$ cat src/hdl/xar_params.svh
// xar_params.svh: register offsets, reset values and field positions for onchip_ext_ram access routing
// assumes: included by the router and the testbench by bare name
`ifndef XAR_PARAMS_SVH
`define XAR_PARAMS_SVH
`define XAR_SYSCTL_OFS 8'hB1
`define XAR_PAGE_OFS 8'h01
`define XAR_PSEL_OFS 8'h02
`define XAR_DPL_OFS 8'h03
`define XAR_DPH_OFS 8'h04
`define XAR_STATUS_OFS 8'h05
`define XAR_SYSCTL_RESET 8'hA1
`define XAR_DIS_BIT 0
`define XAR_VIS_BIT 1
`define XAR_ONCHIP_EXT_RAM_LOW 16'hF700
`define XAR_RESET_NS 50
`define XAR_CLK_NS 25
`define XAR_RESET_CYC ((`XAR_RESET_NS + `XAR_CLK_NS - 1) / `XAR_CLK_NS)
`endif

$ cat src/hdl/xar_pkg.sv
// xar_pkg: route and state types used by the routing block; the pointer memory does not use them
// assumes: nothing taken from xar_params.svh; state encodings defined here
package xar_pkg;
    typedef struct packed {
        logic [15:0] addr;
        logic bus_lo;
        logic bus_hi;
        logic strobes;
        logic use_onchip_ext_ram;
    } xar_route_t;
    typedef enum logic [2:0] {
        XAR_IDLE = 3'h1,
        XAR_ACCESS = 3'h2,
        XAR_DONE = 3'h4
    } xar_state_t;
endpackage

$ cat src/hdl/xar_ptr_mem.sv
// xar_ptr_mem: bank of data pointers, one write port, one registered read
// assumes: single core_clk domain, synchronous active-high reset
`timescale 1ns/1ps
`default_nettype none
module xar_ptr_mem #(
    parameter int DEPTH = 8,
    parameter int WIDTH = 16
) (
    input wire logic core_clk,
    input wire logic reset,
    input wire logic wr_en,
    input wire logic [$clog2(DEPTH)-1:0] wr_idx,
    input wire logic [WIDTH-1:0] wr_data,
    input wire logic [$clog2(DEPTH)-1:0] rd_idx,
    output logic [WIDTH-1:0] rd_data
);
    logic [WIDTH-1:0] mem [DEPTH];
    logic [WIDTH-1:0] next_rd_data;

    // read port
    always_comb
    begin
        next_rd_data = mem[rd_idx];
    end

    // storage and registered read; pointers clear at reset
    always_ff @(posedge core_clk)
    begin
        if (reset)
        begin
            for (int i = 0; i < DEPTH; i++)
            begin
                mem[i] <= '0;
            end
            rd_data <= '0;
        end
        else
        begin
            if (wr_en)
            begin
                mem[wr_idx] <= wr_data;
            end
            rd_data <= next_rd_data;
        end
    end
endmodule
`default_nettype wire

$ cat src/hdl/xar_router.sv
// xar_router: routes each external move to on-chip onchip_ext_ram or the external bus
// assumes: cpu pulses move_req with stable kind; reset_n and ext_access_n are pins
// Behaviour
// [RULE1] after reset onchip_ext_ram access disabled; all moves go external
// [RULE2] disable bit zero sends in-range moves to on-chip onchip_ext_ram
// [RULE3] disable bit cannot be set again by software; only reset sets it
// [RULE4] visibility zero keeps strobes inactive on onchip_ext_ram accesses
// [RULE5] visibility one drives ports and pulses strobes on onchip_ext_ram accesses
// [RULE6] visibility ignored out of range or while onchip_ext_ram disabled
// [RULE7] pointer moves select onchip_ext_ram only at or above F700
// [RULE8] register-indirect moves take upper address from page register
// [RULE9] below-range moves always use external memory with active strobes
// [RULE10] pin high, bits zero, in range: ports i/o, strobes off, onchip_ext_ram
// [RULE11] pin low, bits zero, in range: ports bus, strobes off, onchip_ext_ram
// [RULE12] register-indirect moves keep upper port as i/o always
// [RULE13] system control resets to 1010XX01, undefined bits taken as zero
// [RULE14] reset pin held low at least two machine cycles by outside
// [RULE15] eight 16-bit pointers, one active, selected by pointer select
// [RULE16] page compare uses upper byte of onchip_ext_ram lower bound
`timescale 1ns/1ps
`default_nettype none
`include "xar_params.svh"
module xar_router #(
    parameter int NUM_PTR = 8,
    parameter int RESET_CYC = `XAR_RESET_CYC
) (
    input wire logic core_clk,
    input wire logic reset,
    input wire logic reset_n_pin,
    input wire logic ext_access_n,
    input wire logic [7:0] reg_addr,
    input wire logic [7:0] reg_wdata,
    input wire logic reg_wr,
    input wire logic reg_rd,
    output logic [7:0] reg_rdata,
    input wire logic move_req,
    input wire logic move_is_ptr,
    input wire logic move_write,
    input wire logic [7:0] move_reg_addr,
    output logic [15:0] route_addr,
    output logic route_use_onchip_ext_ram,
    output logic port0_bus,
    output logic port2_bus,
    output logic rd_strobe_n,
    output logic wr_strobe_n,
    output logic route_valid,
    output logic sync_reset
);
    // elaboration check; reset counter is eight bits wide
    if (NUM_PTR != 8 || RESET_CYC < 1 || RESET_CYC > 254)
    begin : g_bad_params
        $error("xar_router: unsupported parameters");
    end

    localparam int PW = $clog2(NUM_PTR);

    // two-flop pin synchronisers; first stage read only by second
    logic [1:0] rst_sync;
    logic [1:0] ea_sync;
    logic [7:0] rst_cnt;
    logic [7:0] next_rst_cnt;
    logic next_sync_reset;
    logic int_reset;

    // [RULE14] pin reset held enough cycles
    always_comb
    begin
        next_rst_cnt = rst_cnt;
        next_sync_reset = sync_reset;
        if (!rst_sync[1])
        begin
            next_rst_cnt = (rst_cnt == 8'(RESET_CYC)) ? rst_cnt : rst_cnt + 8'h01;
            if (rst_cnt + 8'h01 >= 8'(RESET_CYC))
            begin
                next_sync_reset = 1'b1;
            end
        end
        else
        begin
            next_rst_cnt = 8'h00;
            next_sync_reset = 1'b0;
        end
    end

    always_ff @(posedge core_clk)
    begin
        if (reset)
        begin
            rst_sync <= 2'h3;
            ea_sync <= 2'h0;
            rst_cnt <= 8'h00;
            sync_reset <= 1'b0;
        end
        else
        begin
            rst_sync <= {rst_sync[0], reset_n_pin};
            ea_sync <= {ea_sync[0], ext_access_n};
            rst_cnt <= next_rst_cnt;
            sync_reset <= next_sync_reset;
        end
    end

    assign int_reset = reset | sync_reset;

    // software registers
    logic [7:0] sysctl;
    logic [7:0] page;
    logic [PW-1:0] psel;
    logic [7:0] next_sysctl;
    logic [7:0] next_page;
    logic [PW-1:0] next_psel;
    logic [7:0] next_rdata;
    logic [15:0] ptr_rd;
    logic ptr_we;
    logic [15:0] ptr_wdata;
    logic [15:0] last_addr;
    logic last_onchip_ext_ram;

    // register write decode; byte writes to pointer patch one half
    always_comb
    begin
        next_sysctl = sysctl;
        next_page = page;
        next_psel = psel;
        ptr_we = 1'b0;
        ptr_wdata = ptr_rd;
        if (reg_wr)
        begin
            case (reg_addr)
                `XAR_SYSCTL_OFS:
                begin
                    next_sysctl = reg_wdata;
                    // [RULE3] disable bit sticks clear
                    next_sysctl[`XAR_DIS_BIT] = reg_wdata[`XAR_DIS_BIT] & sysctl[`XAR_DIS_BIT];
                end
                `XAR_PAGE_OFS: next_page = reg_wdata;
                // [RULE15] select active pointer
                `XAR_PSEL_OFS: next_psel = reg_wdata[PW-1:0];
                `XAR_DPL_OFS:
                begin
                    ptr_we = 1'b1;
                    ptr_wdata = {ptr_rd[15:8], reg_wdata};
                end
                `XAR_DPH_OFS:
                begin
                    ptr_we = 1'b1;
                    ptr_wdata = {reg_wdata, ptr_rd[7:0]};
                end
                default: next_sysctl = sysctl;
            endcase
        end
    end

    // read mux; unmapped addresses read zero
    always_comb
    begin
        next_rdata = 8'h00;
        if (reg_rd)
        begin
            case (reg_addr)
                `XAR_SYSCTL_OFS: next_rdata = sysctl;
                `XAR_PAGE_OFS: next_rdata = page;
                `XAR_PSEL_OFS: next_rdata = 8'(psel);
                `XAR_DPL_OFS: next_rdata = ptr_rd[7:0];
                `XAR_DPH_OFS: next_rdata = ptr_rd[15:8];
                `XAR_STATUS_OFS: next_rdata = {6'h00, ea_sync[1], last_onchip_ext_ram};
                default: next_rdata = 8'h00;
            endcase
        end
    end

    // [RULE1] [RULE13] reset loads disable set
    always_ff @(posedge core_clk)
    begin
        if (int_reset)
        begin
            sysctl <= `XAR_SYSCTL_RESET;
            page <= 8'h00;
            psel <= '0;
            reg_rdata <= 8'h00;
        end
        else
        begin
            sysctl <= next_sysctl;
            page <= next_page;
            psel <= next_psel;
            reg_rdata <= next_rdata;
        end
    end

    // pointer bank; read data registered, settles a cycle after select
    xar_ptr_mem #(.DEPTH(NUM_PTR), .WIDTH(16)) u_ptr (
        .core_clk(core_clk),
        .reset(int_reset),
        .wr_en(ptr_we),
        .wr_idx(psel),
        .wr_data(ptr_wdata),
        .rd_idx(psel),
        .rd_data(ptr_rd)
    );

    // routing decision, shared by pointer and page moves
    function automatic xar_pkg::xar_route_t xar_decide(input logic is_ptr, input logic [15:0] addr,
        input logic dis, input logic vis, input logic ea_hi);
        xar_pkg::xar_route_t r;
        logic in_rng;
        // [RULE7] [RULE16] same bound for pointer and page compare
        in_rng = is_ptr ? (addr >= `XAR_ONCHIP_EXT_RAM_LOW) : (addr[15:8] >= 8'(`XAR_ONCHIP_EXT_RAM_LOW >> 8));
        r.addr = addr;
        r.use_onchip_ext_ram = in_rng & ~dis;
        // [RULE9] external: bus and strobes active
        r.strobes = ~r.use_onchip_ext_ram | vis;
        // [RULE10] [RULE11] ea high with bits zero leaves ports as i/o
        r.bus_lo = ~r.use_onchip_ext_ram | vis | ~ea_hi;
        // [RULE12] upper port stays i/o for page moves
        r.bus_hi = is_ptr & r.bus_lo;
        return r;
    endfunction

    xar_pkg::xar_state_t state;
    xar_pkg::xar_state_t next_state;
    xar_pkg::xar_route_t cur;
    xar_pkg::xar_route_t next_cur;
    logic [15:0] eff_addr;
    logic [15:0] next_last_addr;
    logic next_last_onchip_ext_ram;

    // [RULE8] page register supplies upper address
    assign eff_addr = move_is_ptr ? ptr_rd : {page, move_reg_addr};

    // access sequencer: decide, access, release
    always_comb
    begin
        next_state = state;
        next_cur = cur;
        next_last_addr = last_addr;
        next_last_onchip_ext_ram = last_onchip_ext_ram;
        case (state)
            xar_pkg::XAR_IDLE:
            begin
                if (move_req)
                begin
                    // [RULE2] [RULE4] [RULE5] [RULE6] decision from control bits
                    next_cur = xar_decide(move_is_ptr, eff_addr, sysctl[`XAR_DIS_BIT],
                        sysctl[`XAR_VIS_BIT], ea_sync[1]);
                    next_last_addr = eff_addr;
                    next_last_onchip_ext_ram = next_cur.use_onchip_ext_ram;
                    next_state = xar_pkg::XAR_ACCESS;
                end
            end
            xar_pkg::XAR_ACCESS: next_state = xar_pkg::XAR_DONE;
            xar_pkg::XAR_DONE:
            begin
                next_cur = '0;
                next_state = xar_pkg::XAR_IDLE;
            end
            default: next_state = xar_pkg::XAR_IDLE;
        endcase
    end

    always_ff @(posedge core_clk)
    begin
        if (int_reset)
        begin
            state <= xar_pkg::XAR_IDLE;
            cur <= '0;
            last_addr <= 16'h0000;
            last_onchip_ext_ram <= 1'b0;
        end
        else
        begin
            state <= next_state;
            cur <= next_cur;
            last_addr <= next_last_addr;
            last_onchip_ext_ram <= next_last_onchip_ext_ram;
        end
    end

    // outputs; strobes only during the access state
    logic strobe_on;
    assign strobe_on = (state == xar_pkg::XAR_ACCESS) & cur.strobes;
    assign rd_strobe_n = ~(strobe_on & ~move_write);
    assign wr_strobe_n = ~(strobe_on & move_write);
    assign route_addr = cur.addr;
    assign route_use_onchip_ext_ram = cur.use_onchip_ext_ram;
    assign port0_bus = cur.bus_lo & (state != xar_pkg::XAR_IDLE);
    assign port2_bus = cur.bus_hi & (state != xar_pkg::XAR_IDLE);
    assign route_valid = (state == xar_pkg::XAR_ACCESS);

    // [RULE3] disable bit never rises without reset
    chk_dis_sticky: assert property (@(posedge core_clk) disable iff (int_reset)
        !sysctl[0] |=> !sysctl[0]) else $error("disable bit set by software");
    // [RULE1] reset value loaded
    chk_reset_value: assert property (@(posedge core_clk)
        $fell(int_reset) |-> sysctl == 8'hA1) else $error("bad control reset value");
    // [RULE2] onchip_ext_ram chosen for in-range enabled move
    chk_onchip_ext_ram_pick: assert property (@(posedge core_clk) disable iff (int_reset)
        (state == xar_pkg::XAR_IDLE) && move_req && move_is_ptr && !sysctl[0] && eff_addr >= 16'hF700
        |=> route_use_onchip_ext_ram) else $error("onchip_ext_ram not selected");
    // [RULE9] below range goes external
    chk_below_ext: assert property (@(posedge core_clk) disable iff (int_reset)
        (state == xar_pkg::XAR_IDLE) && move_req && eff_addr[15:8] < 8'hF7
        |=> !route_use_onchip_ext_ram ##0 route_valid ##0 (!rd_strobe_n || !wr_strobe_n))
        else $error("below range not external");
    // [RULE4] no strobes on hidden onchip_ext_ram access
    chk_hidden_strobe: assert property (@(posedge core_clk) disable iff (int_reset)
        route_valid && route_use_onchip_ext_ram && !sysctl[1] |-> rd_strobe_n && wr_strobe_n)
        else $error("strobe on hidden onchip_ext_ram access");
    // [RULE5] visible onchip_ext_ram drives port
    chk_visible_bus: assert property (@(posedge core_clk) disable iff (int_reset)
        route_valid && route_use_onchip_ext_ram && sysctl[1] |-> port0_bus && !(rd_strobe_n && wr_strobe_n))
        else $error("visible access not on bus");
    // [RULE12] upper port i/o for page moves
    chk_page_hi_io: assert property (@(posedge core_clk) disable iff (int_reset)
        (state == xar_pkg::XAR_IDLE) && move_req && !move_is_ptr |=> !port2_bus ##1 !port2_bus)
        else $error("upper port driven on page move");
    // [RULE10] ea high, bits zero: ports i/o
    chk_ea_high_io: assert property (@(posedge core_clk) disable iff (int_reset)
        (state == xar_pkg::XAR_IDLE) && move_req && ea_sync[1] && sysctl[1:0] == 2'b00
        && eff_addr[15:8] >= 8'hF7 && (!move_is_ptr || eff_addr >= 16'hF700)
        |=> !port0_bus && rd_strobe_n && wr_strobe_n) else $error("ports not i/o");
    // [RULE11] ea low, bits zero: port bus, no strobes
    chk_ea_low_bus: assert property (@(posedge core_clk) disable iff (int_reset)
        (state == xar_pkg::XAR_IDLE) && move_req && !ea_sync[1] && sysctl[1:0] == 2'b00
        && eff_addr[15:8] >= 8'hF7 && (!move_is_ptr || eff_addr >= 16'hF700)
        |=> port0_bus && rd_strobe_n && wr_strobe_n) else $error("ports not bus");
    cov_onchip_ext_ram_hidden: cover property (@(posedge core_clk) route_valid && route_use_onchip_ext_ram && !sysctl[1]);
    cov_onchip_ext_ram_visible: cover property (@(posedge core_clk) route_valid && route_use_onchip_ext_ram && sysctl[1]);
    cov_external: cover property (@(posedge core_clk) route_valid && !route_use_onchip_ext_ram);
    cov_page_move: cover property (@(posedge core_clk) route_valid && !port2_bus && port0_bus);
endmodule
`default_nettype wire

$ cat config.mk
export PLATFORM = sky130hd
export DESIGN_NAME = xar_router
export DESIGN_NICKNAME = d
export VERILOG_FILES = /design/src/hdl/xar_pkg.sv /design/src/hdl/xar_ptr_mem.sv /design/src/hdl/xar_router.sv
export VERILOG_INCLUDE_DIRS = /design/src /design/src/hdl
export SDC_FILE = /design/constraint.sdc
export NUM_CORES = 1
export LEC_CHECK = 0
export ABC_AREA = 1
export BUFFER_PORTS_ARGS = -buffer_cell sky130_fd_sc_hd__buf_4
export CAP_MARGIN = 10
export CORE_MARGIN = 2
export CORE_UTILIZATION = 56
export DETAILED_ROUTE_END_ITERATION = 10
export PLACE_DENSITY_LB_ADDON = 0.2
export SETUP_SLACK_MARGIN = 0.15
export SYNTH_ARGS = -nofsm -noshare
export SYNTH_HDL_FRONTEND = slang
export SYNTH_SLANG_ARGS = --single-unit
$ cat constraint.sdc
create_clock -name core_clk -period 2.6 [get_ports core_clk]
set_input_delay 0.26 -clock core_clk [delete_from_list [all_inputs] [get_ports core_clk]]
set_output_delay 0.26 -clock core_clk [all_outputs]
set_load 0.01 [all_outputs]
* Word-level counts from Yosys, hierarchy flattened
Memories as Yosys holds them, arrays and structs flattened. A register that Yosys moved wholly into a read port is not among the register bits.
Cells that the tools add are included.
** Cells by class
- $lt $le $gt $ge :: 3
- Eq/ne operators :: 12
- Add/subtract/negate cells :: 1
- Reduce and logical (&&, ||, !) cells :: 10
- Bitwise logic cells :: 18
- Mux-type cells :: 19
** Operators with widths (number)
- $mux 16 :: 3
- $pmux 8 s6 :: 1
- $pmux 20 s2 :: 1
- $pmux 16 s2 :: 1
- $eq 8x2->1 const B :: 3
- $mux 20 :: 1
- $eq 8x3->1 const B :: 2
- $ge 16x16->1 const B :: 1
- $reduce_or 16->1 :: 1
- $reduce_and 2->1 :: 5
- $mux 1 :: 9
- $add 8x1->8 const B :: 1
- $and 1x1->1 :: 8
- $eq 8x1->1 const B :: 1
- $eq 8x8->1 const B :: 1
- $ge 8x2->1 const B :: 1
- $ge 8x8->1 const B :: 1
- $not 1->1 :: 7
- $mux 3 :: 2
- $pmux 3 s2 :: 1
- $reduce_or 2->1 :: 3
- $eq 3x1->1 const B :: 1
- $eq 3x2->1 const B :: 1
- $eq 3x3->1 const B :: 1
- other kinds (4) :: 6
** Storage, ports and cells
- Register bits after elaboration :: 64
- RAM bits :: 128
- Bits of input ports :: 33
- Memories kept :: 1
- Logic and storage cells :: 79
** Memory list
- u_ptr.mem :: words 8, bits a word 16, rd ports 1, clocked after Yosys merged registers in 1, write ports 8, line xar_ptr_mem.sv:17 : logic [WIDTH-1:0] mem [DEPTH];

* Longest topological paths before layout
Gate-level depths: netlist of run 1.
- Depth after elaboration :: 10
- Gate-level depth with buffers :: 12
- Mapped depth without buffers :: 11

* Cells and area by module
A second synthesis of run 1 with hierarchy kept.
** Unflattened totals
- Cell total of the unflattened synthesis :: 1193
- Area, all modules :: 9918.3 µm²
** Modules (own cells, without submodules)
- xar_ptr_mem :: sequential area each 4164.0 µm², instances 1, area each 6675.2 µm², cells an instance 751
- xar_router :: sequential area each 1281.2 µm², instances 1, area each 3243.1 µm², cells an instance 442

* Least setup slack after synthesis of run 1
No wires, ideal clock.
- Kind :: input-to-reg
- Start point :: input reg_addr[6]
- End point :: memory u_ptr.mem[3][0] (enable)
- Stages :: 10
- Data arrival time :: 1.735 ns
- Data required time :: 2.228 ns
- Path buffers :: 1
- Setup time :: 0.372 ns
- Setup slack :: 0.493 ns
- Cells stage by stage :: inv_1 -> nand4_4 -> nor2_4 -> nor2_2 -> nor2_4 -> nand2_4 -> nor2_8 -> nand2_4 -> buf_6 -> nand2_1
** RTL lines
- start: declaration :: line xar_router.sv:31 : input wire logic [7:0] reg_addr,
- end: declaration :: line xar_ptr_mem.sv:17

* Worst setup path after layout of run 1
- Start point :: input reset
- End point :: register cur (netlist bit route_addr[10])
** Between the ends
- Cells in the longest elaborated chain, start to end :: 1
** RTL lines
- start: declaration :: line xar_router.sv:28 : input wire logic reset,
- $or 1x1->1 :: line xar_router.sv:103 : assign int_reset = reset | sync_reset;
- end signal: assignment :: line xar_router.sv:273 : cur <= next_cur;
- end: declaration :: line xar_router.sv:222 : xar_pkg::xar_route_t cur;
No other way between the ends.
A chain may end at the register's enable or synchronous reset.

==> flow_summary.ini, run 1 <==
[outcome]
outcome = complete, no violations

[timing]
fmax_mhz = 500
layout_min_cycle_time_ns = 2.00
fin_crit_sh_pct = 77.0
report.final.hold_viol_count = 0
finalSetupViolCount = 0
skew_ns = 0.0218
grt_setup_unrepaired = false
worst_slack_ns = 0.599
tightest_slew_ns = 0.783
setup_tns_ns = 0
slew_headroom_pct = 47.6
slew_viol_final = 0

[yosys]
ys_ff_latch = 208
async_reset_ff_share_pct = 0
synth_area_um2 = 9200
synthCells = 951
synth-edff-count = 128
synth.distinct_cells = 42
yosysSeqAreaShare_pct = 59.2
syn_nets = 987
avgSynthCellArea_um2 = 9.68
ys_warn_count = 0
yosysTopAreaCell = edfxtp_1
synth_ff_type = edfxtp_1
synth_top_area_share_pct = 41.8
netlist_top_cells_area = edfxtp_1 (42%), dfxtp_1 (17%), nor2_1 (8.1%)

[routing]
first_pass_iters = 5
ant_nets = 0
wl_per_cell_um = 18.3
vias = 7061
drcViolationCount = 0
initialDrtViolationCount = 546
vias_per_cell = 5.59
drt_wl_total_um = 23200

[global_routing]
antenna_found_initial = 0
grt_pass1_wl_um = 36500
first_global_vias = 6900
grt_max_degree = 55
overflow = 0
grt_usage_pct = 26.7

[cts]
cts_root_buf = clkbuf_16
cts_buffers = 23
cts_buffer_depth = 3
htree_levels = 1
worstSkewPairLatency_ns = 0.51
clk_pin_slew_ns = 0.06
clock_sinks = 208
cts_tree = yes

[power]
p_per_area_nw_per_um2 = 660
p_comb_share_pct = 5.3
clockPowerShare_pct = 43.4
p_int_mw = 5.53
seqPwrFrac_pct = 51.3
power.share.switching_pct = 21.9
p_leak_nw = 4.12
p_sw_mw = 1.55
vdd_drop_max_mv = 0.569

[finish]
nNetsFinal = 1066
area_growth_syn_to_layout_pct = 16.8
fillCellCount = 1297
drive_above_1_share_pct = 16.9
diodes = 0

[setup_path]
slowest_stage = nor2_1
crit_type = in -> reg
rr_endpoint = route_addr[10]
slowest_delay_ns = 0.64
start_kind = input port
required_ns = 3.04
worst-path-max-fanout = 15
r2r_start = state[0]
reg2reg_slack_ns = 0.64
worstRegToRegCells = 6
crit_chain = dlygate4sd3_1, buf_4, nor2_2, clkinv_1, nor2_1, a32o_1
crit_arrival_ns = 2.44
endpoint_kind = flip-flop

[worst_hold_path]
hp-class = in -> reg
min_to = page[6]
hp-start = reg_wdata[6]
whs_path_depth = 3

[placed_design]
gp_congestion = 0.853
pre_cts_slack_ns = 0.476
port_buffers = 63
hpwl_um = 15200

[die]
placementRows = 46
dieArea_um2 = 17500
die_y_um = 132
core_um2 = 16000
die_w_um = 132
start_util_pct = 57.5
design.portCount = 64

[run]
maxCapViolCount = 0
## per-stage QoR
step / total power, mW / utilization, % / instances / instance area, µm² / hold WS [ns]
after floorplan: 3.90 / - / 951 / 9200 / 0.331
after detailed placement: 4.07 / 62.4 / 1217 / 9990 / 0.397
final: 7.09 / 67.2 / 1263 / 10700 / 0.0403
after CTS: 7.12 / 67.2 / 1263 / 10700 / 0.0251
after global routing: 7.30 / 67.2 / 1263 / 10700 / 0.0327
after global placement: 4.07 / 62.4 / 1217 / 9990 / 0.396
## layout make-up
type,count,area [µm²],area share (%)
Clock inverter,10,81.3,0.757
Inverter,60,225,2.10
Sequential cell,208,5450,50.7
Clock buffer,32,633,5.89
Tap cell,216,270,2.52
Timing Repair Buffer,113,908,8.45
Multi-Input combinational cell,624,3180,29.6
## cells by family (layout without fill, tap and decap cells)
logic type | Yosys count | after routing | synth area share [%]
simple gates | 396 | 396 | 18.8
compound gates | 219 | 219 | 14.8
flops | 208 | 208 | 59.2
buf+inv | 119 | 215 | 6.26
xor+xnor | 6 | 6 | 0.571
fa+ha+maj | 3 | 3 | 0.408
## state kept, by name, summed over array words and instances, names as in the netlist
| signal | count |
|---|---|
| ea_sync | 2 |
| cur | 3 |
| psel | 3 |
| rst_sync | 2 |
| state | 3 |
| rst_cnt | 8 |
| route_use_onchip_ext_ram | 1 |
| sync_reset | 1 |
| sysctl | 8 |
| last_onchip_ext_ram | 1 |
| reg_rdata | 8 |
| u_ptr.mem | 128 |
| u_ptr.rd_data | 16 |
| page | 8 |
| route_addr | 16 |
## Yosys cell counts (6+ instances only)
cell,instances
inv_2,6
buf_4,17
o21a_1,48
a22oi_1,8
a41oi_1,17
buf_6,8
inv_1,52
nor2_1,198
nand2_4,9
clkbuf_1,30
nand3_1,23
o21ai_0,89
nor3_1,11
dfxtp_1,80
edfxtp_1,128
nand2_1,133
a21oi_1,35
## worst max-delay path by stage
stage               slack (ns)  depth (start not counted)        start                to
floorplan                 0.49                         10  reg_addr[6]   u_ptr.mem[3][0]
global placement          0.54                          8  reg_addr[6]  u_ptr.mem[4][11]
detailed placement        0.48                          8  reg_addr[6]  u_ptr.mem[4][11]
CTS                       0.57                          6        reset    route_addr[10]
global route              0.36                          6     state[0]    route_addr[10]
finish                    0.60                          6        reset    route_addr[10]
## layout by cell type, fill, tap and decap left out, types with 3 or more instances in the layout
master and count:
a31oi_1 4, nand2_4 9, nor3_1 11, o21ai_0 89, dlygate4sd3_1 4, nor2_2 4, nor2_4 5, inv_2 6
buf_12 4, a32oi_1 3, clkinv_1 4, a32o_1 4, a22oi_1 8, edfxtp_1 128, a21oi_1 35, a41oi_1 17
nor2_1 198, ha_1 3, nand3_1 23, o21a_1 48, dfxtp_1 79, clkbuf_16 23, nand2_1 133, buf_4 105
xor2_1 5, clkbuf_1 6, clkinv_2 3, or2_2 3, a211oi_1 4, inv_1 52
## power by group through the flow
stage | clock [mW] | sequential [mW] | combinational, mW
5_1_grt | 3.25 | 3.65 | 0.412
3_5_place_dp | 0 | 3.70 | 0.369
4_1_cts | 3.11 | 3.64 | 0.376
2_1_floorplan | 0 | 3.69 | 0.205
6_report | 3.08 | 3.64 | 0.375
3_3_place_gp | 0 | 3.70 | 0.366
## per-layer routing
| layer | part of all wire, % | global-route usage, % | up-vias |
|---|---|---|---|
| met4 | 3.7 | 10.4 | 0 |
| met3 | 6.5 | 3.58 | 61 |
| li1 | - | - | 3398 |
| met2 | 49 | 45.6 | 284 |
| met5 | 0 | 0 | - |
| met1 | 41 | 34.7 | 3318 |
## worst max-delay path: cells and delay by family
family | cells | cell delay (ns)
AND/OR/NAND/NOR | 2 | 0.76
buffers and inverters | 3 | 1.23
AO/OA/AOI/OAI | 1 | 0.19
## timing repair
action | 4_1_cts | 5_1_grt
buffers inserted | 0 | 0
endpoints found under the hold margin | 4 | 0
hold buffers | 4 | 0
resized for setup | 0 | 0
setup endpoints to repair | 0 | 0
(Power assumes the default switching activity.)
==> run 2: changes to the inputs <==
ABC_AREA = 0   (was 1)
clock period = 1.95 ns   (was 2.6 ns; I/O delays follow)
==> flow_summary.ini, run 2 <==
[yosys]
synth-edff-count = 128
synthMuxAreaShare_pct = 15.2
synth_ff_type = edfxtp_1
synth_compound_area_share_pct = 4.56
avgSynthCellArea_um2 = 12.7
synthCells = 731
synth_top_family_by_area = simple AND/OR/NAND/NOR gates
netlist_top_cells_area = edfxtp_1 (42%), dfxtp_1 (17%), mux4_2 (7.8%)
async_reset_ff_share_pct = 0
synth.distinct_cells = 53
synth_xor_area_share_pct = 0.757
synth_adder_area_share_pct = 0.406
yosysMostFrequentCell = nor2_1
yosysSeqAreaShare_pct = 58.8
ys_ff_latch = 208
yosysTopAreaCell = edfxtp_1
synth-simple-area-share_pct = 16.3
synth_area_um2 = 9260
synthTopCellsByCount = nor2_1 (181), edfxtp_1 (128), dfxtp_1 (80)
ys_warn_count = 0
syn_nets = 767
synth_top_area_share_pct = 41.5

[cts]
worstSkewPairLatency_ns = 0.51
cts_buffers = 22
postCtsSetupRepairBufs = 0
cts_buffer_depth = 3
htree_levels = 1
cts_root_buf = clkbuf_16
clk_pin_slew_ns = 0.06
cts_tree = yes
clock_sinks = 208

[worst_hold_path]
whs_path_depth = 3
hp-start = reg_wdata[0]
hp-class = in -> reg
min_to = page[0]

[routing]
ant_nets = 0
wl_per_cell_um = 21.9
drt_wl_total_um = 22900
initialDrtViolationCount = 605
vias_per_cell = 6.00
first_pass_iters = 5
drcViolationCount = 0
vias = 6259

[timing]
skew_ns = 0.00972
fmax_mhz = 590
grt_setup_unrepaired = false
report.final.hold_viol_count = 0
setup_tns_ns = 0
layout_min_cycle_time_ns = 1.70
slew_headroom_pct = 66.0
slew_viol_final = 0
finalSetupViolCount = 0
tightest_slew_ns = 0.509
fin_crit_sh_pct = 86.9

[setup_path]
worstRegToRegCells = 4
crit_arrival_ns = 2.09
crit_type = reg -> reg
endpoint_kind = flip-flop
start_kind = flip-flop
rr_endpoint = rst_cnt[3]
worst-path-max-fanout = 6
reg2reg_slack_ns = 0.25
r2r_start = rst_cnt[3]
required_ns = 2.35

[die]
dieArea_um2 = 17600
placementRows = 46
core_um2 = 16000
die_w_um = 133
start_util_pct = 57.8
die_y_um = 133
design.portCount = 64

[global_routing]
first_global_vias = 6340
grt_usage_pct = 26.3
overflow = 0
antenna_found_initial = 0
grt_pass1_wl_um = 35500
grt_max_degree = 45

[finish]
diodes = 0
largest_register = u_ptr.mem
fin_util_pct = 68.7
final_common_cell = nor2_1
fillCellCount = 1174
area_growth_syn_to_layout_pct = 18.8
nNetsFinal = 848
largest_reg_flops = 128
layout_common_cells = nor2_1 (180), edfxtp_1 (128), buf_4 (98)
drive_above_1_share_pct = 26.1

[placed_design]
gp_congestion = 0.840
hpwl_um = 15300
port_buffers = 63

[power]
p_per_area_nw_per_um2 = 853
vdd_drop_max_mv = 0.703
p_total_mw = 9.38
p_leak_nw = 4.19

[outcome]
outcome = complete, no violations

[run]
maxCapViolCount = 0
## run 2: how the worst max path moves through the flow
stage                     slack (ns)        start         endpoint
after floorplan                -0.03  reg_addr[0]  u_ptr.mem[4][0]
final                           0.25   rst_cnt[3]       rst_cnt[3]
after detailed placement      -0.005  reg_addr[4]  u_ptr.mem[3][2]
after CTS                       0.18     state[1]      rd_strobe_n
after global placement        -0.004  reg_addr[4]  u_ptr.mem[3][2]
after global routing            0.17   rst_cnt[3]       rst_cnt[2]
## run 2: logic make-up after synthesis
family                     after synthesis
AOI/OAI and AO/OA                       58
xor gates and xnor gates                 8
adders and majority gates                3
buffers and inverters                   62
DFF                                    208
muxes                                   99
and+or+nand+nor                        293
## run 2: layer usage
layer	vias up	share of wire, %	global-route usage [%]
met5	-	0	0
met3	62	7.1	4.33
li1	2830	-	-
met2	259	49	43.4
met1	3108	40	35.4
met4	0	3.6	9.98
## run 2: worst max-delay path, stage by stage (launching register included)
cell and delay (ns):
dfxtp_1 0.35, or3_1 0.39, or4_1 0.56, nand2b_1 0.21, nor2_1 0.07
## run 2: cell type report
type / instances / area, µm² / area share, %
Tap cell: 216 / 270 / 2.46
Multi-Input combinational cell: 461 / 3590 / 32.7
Timing Repair Buffer: 115 / 966 / 8.79
Clock buffer: 30 / 643 / 5.85
Sequential cell: 208 / 5450 / 49.6
Clock inverter: 9 / 56.3 / 0.512
Inverter: 4 / 15.0 / 0.137
## run 2: through the flow
step / hold WS [ns] / std cells / setup WS [ns] / area [µm²]
floorplan: 0.267 / 731 / -0.0256 / 9400
global placement: 0.385 / 993 / -0.00392 / 10200
detailed placement: 0.394 / 993 / -0.00521 / 10200
CTS: 0.00208 / 1043 / 0.178 / 11000
global route: 0.0293 / 1043 / 0.172 / 11000
finish: 0.0188 / 1043 / 0.255 / 11000
## run 2: what timing repair did
| action | in CTS | in global routing |
|---|---|---|
| resized for setup | 0 | 2 |
| setup endpoints to repair | 0 | 8 |
| hold buffers | 11 | 0 |
| endpoints found under the hold margin | 19 | 0 |
## run 2: where the power goes
group / internal (mW) / switching (mW) / total, mW
Combinational: 0.227 / 0.319 / 0.546
Sequential: 4.79 / 0.0653 / 4.86
Clock: 2.31 / 1.66 / 3.98
Total: 7.33 / 2.05 / 9.38
==> run 3: changes to the inputs <==
BUFFER_PORTS_ARGS = default   (was -buffer_cell sky130_fd_sc_hd__buf_4)
DONT_BUFFER_PORTS = 1   (was default)
==> flow_summary.ini, run 3 (synthesis results as in run 2) <==
[finish]
nNetsFinal = 799
diodes = 0
layout_common_cells = nor2_1 (180), edfxtp_1 (128), dfxtp_1 (77)
final_common_cell = nor2_1
largest_reg_flops = 128
drive_above_1_share_pct = 19.6
largest_register = u_ptr.mem
area_growth_syn_to_layout_pct = 15.1
fin_util_pct = 66.6
fillCellCount = 1202
finish.instance_area_um2 = 10700

[setup_path]
endpoint_kind = flip-flop
crit_arrival_ns = 2.13
crit_family = simple AND/OR/NAND/NOR gates
slowest_stage = or4_1
slowest_delay_ns = 0.60
worstRegToRegCells = 4
required_ns = 2.36
r2r_start = rst_cnt[3]
rr_endpoint = rst_cnt[0]
reg2reg_slack_ns = 0.23
cp.depth = 4
worst-path-max-fanout = 6
crit_start = rst_cnt[3]
crit_end = rst_cnt[0]
start_kind = flip-flop
worst-path-buf-inv = 0
crit_chain = or3_1, or4_1, xnor2_1, nor2_1
crit_type = reg -> reg

[timing]
skew_ns = 0.0205
holdWs_ns = -0.00872
grt_setup_unrepaired = true
tightest_slew_ns = 0.684
slew_viol_final = 0
report.final.hold_viol_count = 1
layout_min_cycle_time_ns = 1.72
finalSetupViolCount = 0
fin_crit_sh_pct = 88.3
slew_headroom_pct = 54.3
fmax_mhz = 581

[routing]
vias = 6057
first_pass_iters = 7
wl_per_cell_um = 23.0
drcViolationCount = 0
vias_per_cell = 6.09
initialDrtViolationCount = 634
drt_wl_total_um = 22900
ant_nets = 0

[cts]
clk_pin_slew_ns = 0.06
cts_buffers = 22
cts_tree = yes
htree_levels = 1
postCtsSetupRepairBufs = 0
worstSkewPairLatency_ns = 0.52
clock_sinks = 208
cts_root_buf = clkbuf_16
cts_buffer_depth = 3

[global_routing]
grt_max_degree = 45
overflow = 0
antenna_found_initial = 0
gr-usage-met2_pct = 45.1
use_met3_pct = 4.98
grt_usage_pct = 26.3
busiest_layer = met2
first_global_vias = 6160
grt_pass1_wl_um = 35300
grtUsageMet1_pct = 34.2

[worst_hold_path]
hp-class = in -> reg

[power]
p_per_area_nw_per_um2 = 882
p_total_mw = 9.40
vdd_drop_max_mv = 0.703
p_leak_nw = 3.94

[placed_design]
gp_congestion = 0.842
placed_area_um2 = 9710
hpwl_um = 14500
port_buffers = 0

[die]
core_um2 = 16000
die_w_um = 133
placementRows = 46
start_util_pct = 57.8
design.portCount = 64
dieArea_um2 = 17600
die_y_um = 133

[outcome]
violations = hold timing
outcome = complete, but fails checks

[run]
maxCapViolCount = 0
==> run 3: cell types whose count changed in the layout (fill, tap and decap cells not counted), sizes merged <==
| cell | change |
|---|---|
| buf | -60 |
| dlygate4sd3 | +11 |
| clkbuf | +3 |
| clkinv | -2 |
| bufinv | +1 |
| clkinvlp | -1 |
==> run 3: worst min path at each step <==
stage                    endpoint  cells after the start  slack (ns)         from
floorplan              ea_sync[0]                      1        0.27        reset
global placement       ea_sync[0]                      1        0.27        reset
detailed placement     ea_sync[1]                      1        0.27        reset
CTS                 route_addr[5]                      3       0.001  move_is_ptr
global route        route_addr[5]                      3        0.01  move_is_ptr
finish              route_addr[5]                      3      -0.009  move_is_ptr
==> run 3: cell type report <==
type,count,area [µm²],area share (%)
Timing Repair Buffer,66,613,5.76
Inverter,4,15.0,0.141
Tap cell,216,270,2.54
Sequential cell,208,5450,51.2
Multi-Input combinational cell,461,3590,33.7
Clock inverter,7,67.6,0.634
Clock buffer,33,643,6.04
==> run 3: what timing repair did <==
| action | CTS | global route |
|---|---|---|
| resized for setup | 0 | 1 |
| endpoints found under the hold margin | 50 | 0 |
| endpoints found under the setup margin | 0 | 5 |
| hold buffers | 22 | 0 |
==> run 3: where the power goes <==
group	total (mW)	internal, mW	switching (mW)
clock network	4.08	2.41	1.67
registers	4.86	4.79	0.0725
logic	0.453	0.184	0.269
==> run 3: worst register-to-register path, stage by stage, from the launching register on <==
cell and delay [ns]:
dfxtp_1 0.36, or3_1 0.40, or4_1 0.60, xnor2_1 0.19
nor2_1 0.06
==> run 3: per-stage QoR <==
stage | setup slack, ns | hold slack [ns] | setup TNS, ns | std cells
2_1_floorplan | -0.0256 | 0.267 | -1.43 | 731
3_3_place_gp | -0.0364 | 0.271 | -0.273 | 933
3_5_place_dp | -0.0483 | 0.273 | -0.376 | 933
4_1_cts | 0.210 | 0.00144 | 0 | 995
5_1_grt | 0.135 | 0.0119 | 0 | 995
6_report | 0.228 | -0.00872 | 0 | 995
==> run 3: metal layers <==
layer,vias to the layer above,wire length [µm]
met1,3022,8910
met2,267,11500
met5,-,0
met4,0,653
met3,56,1830
li1,2712,-
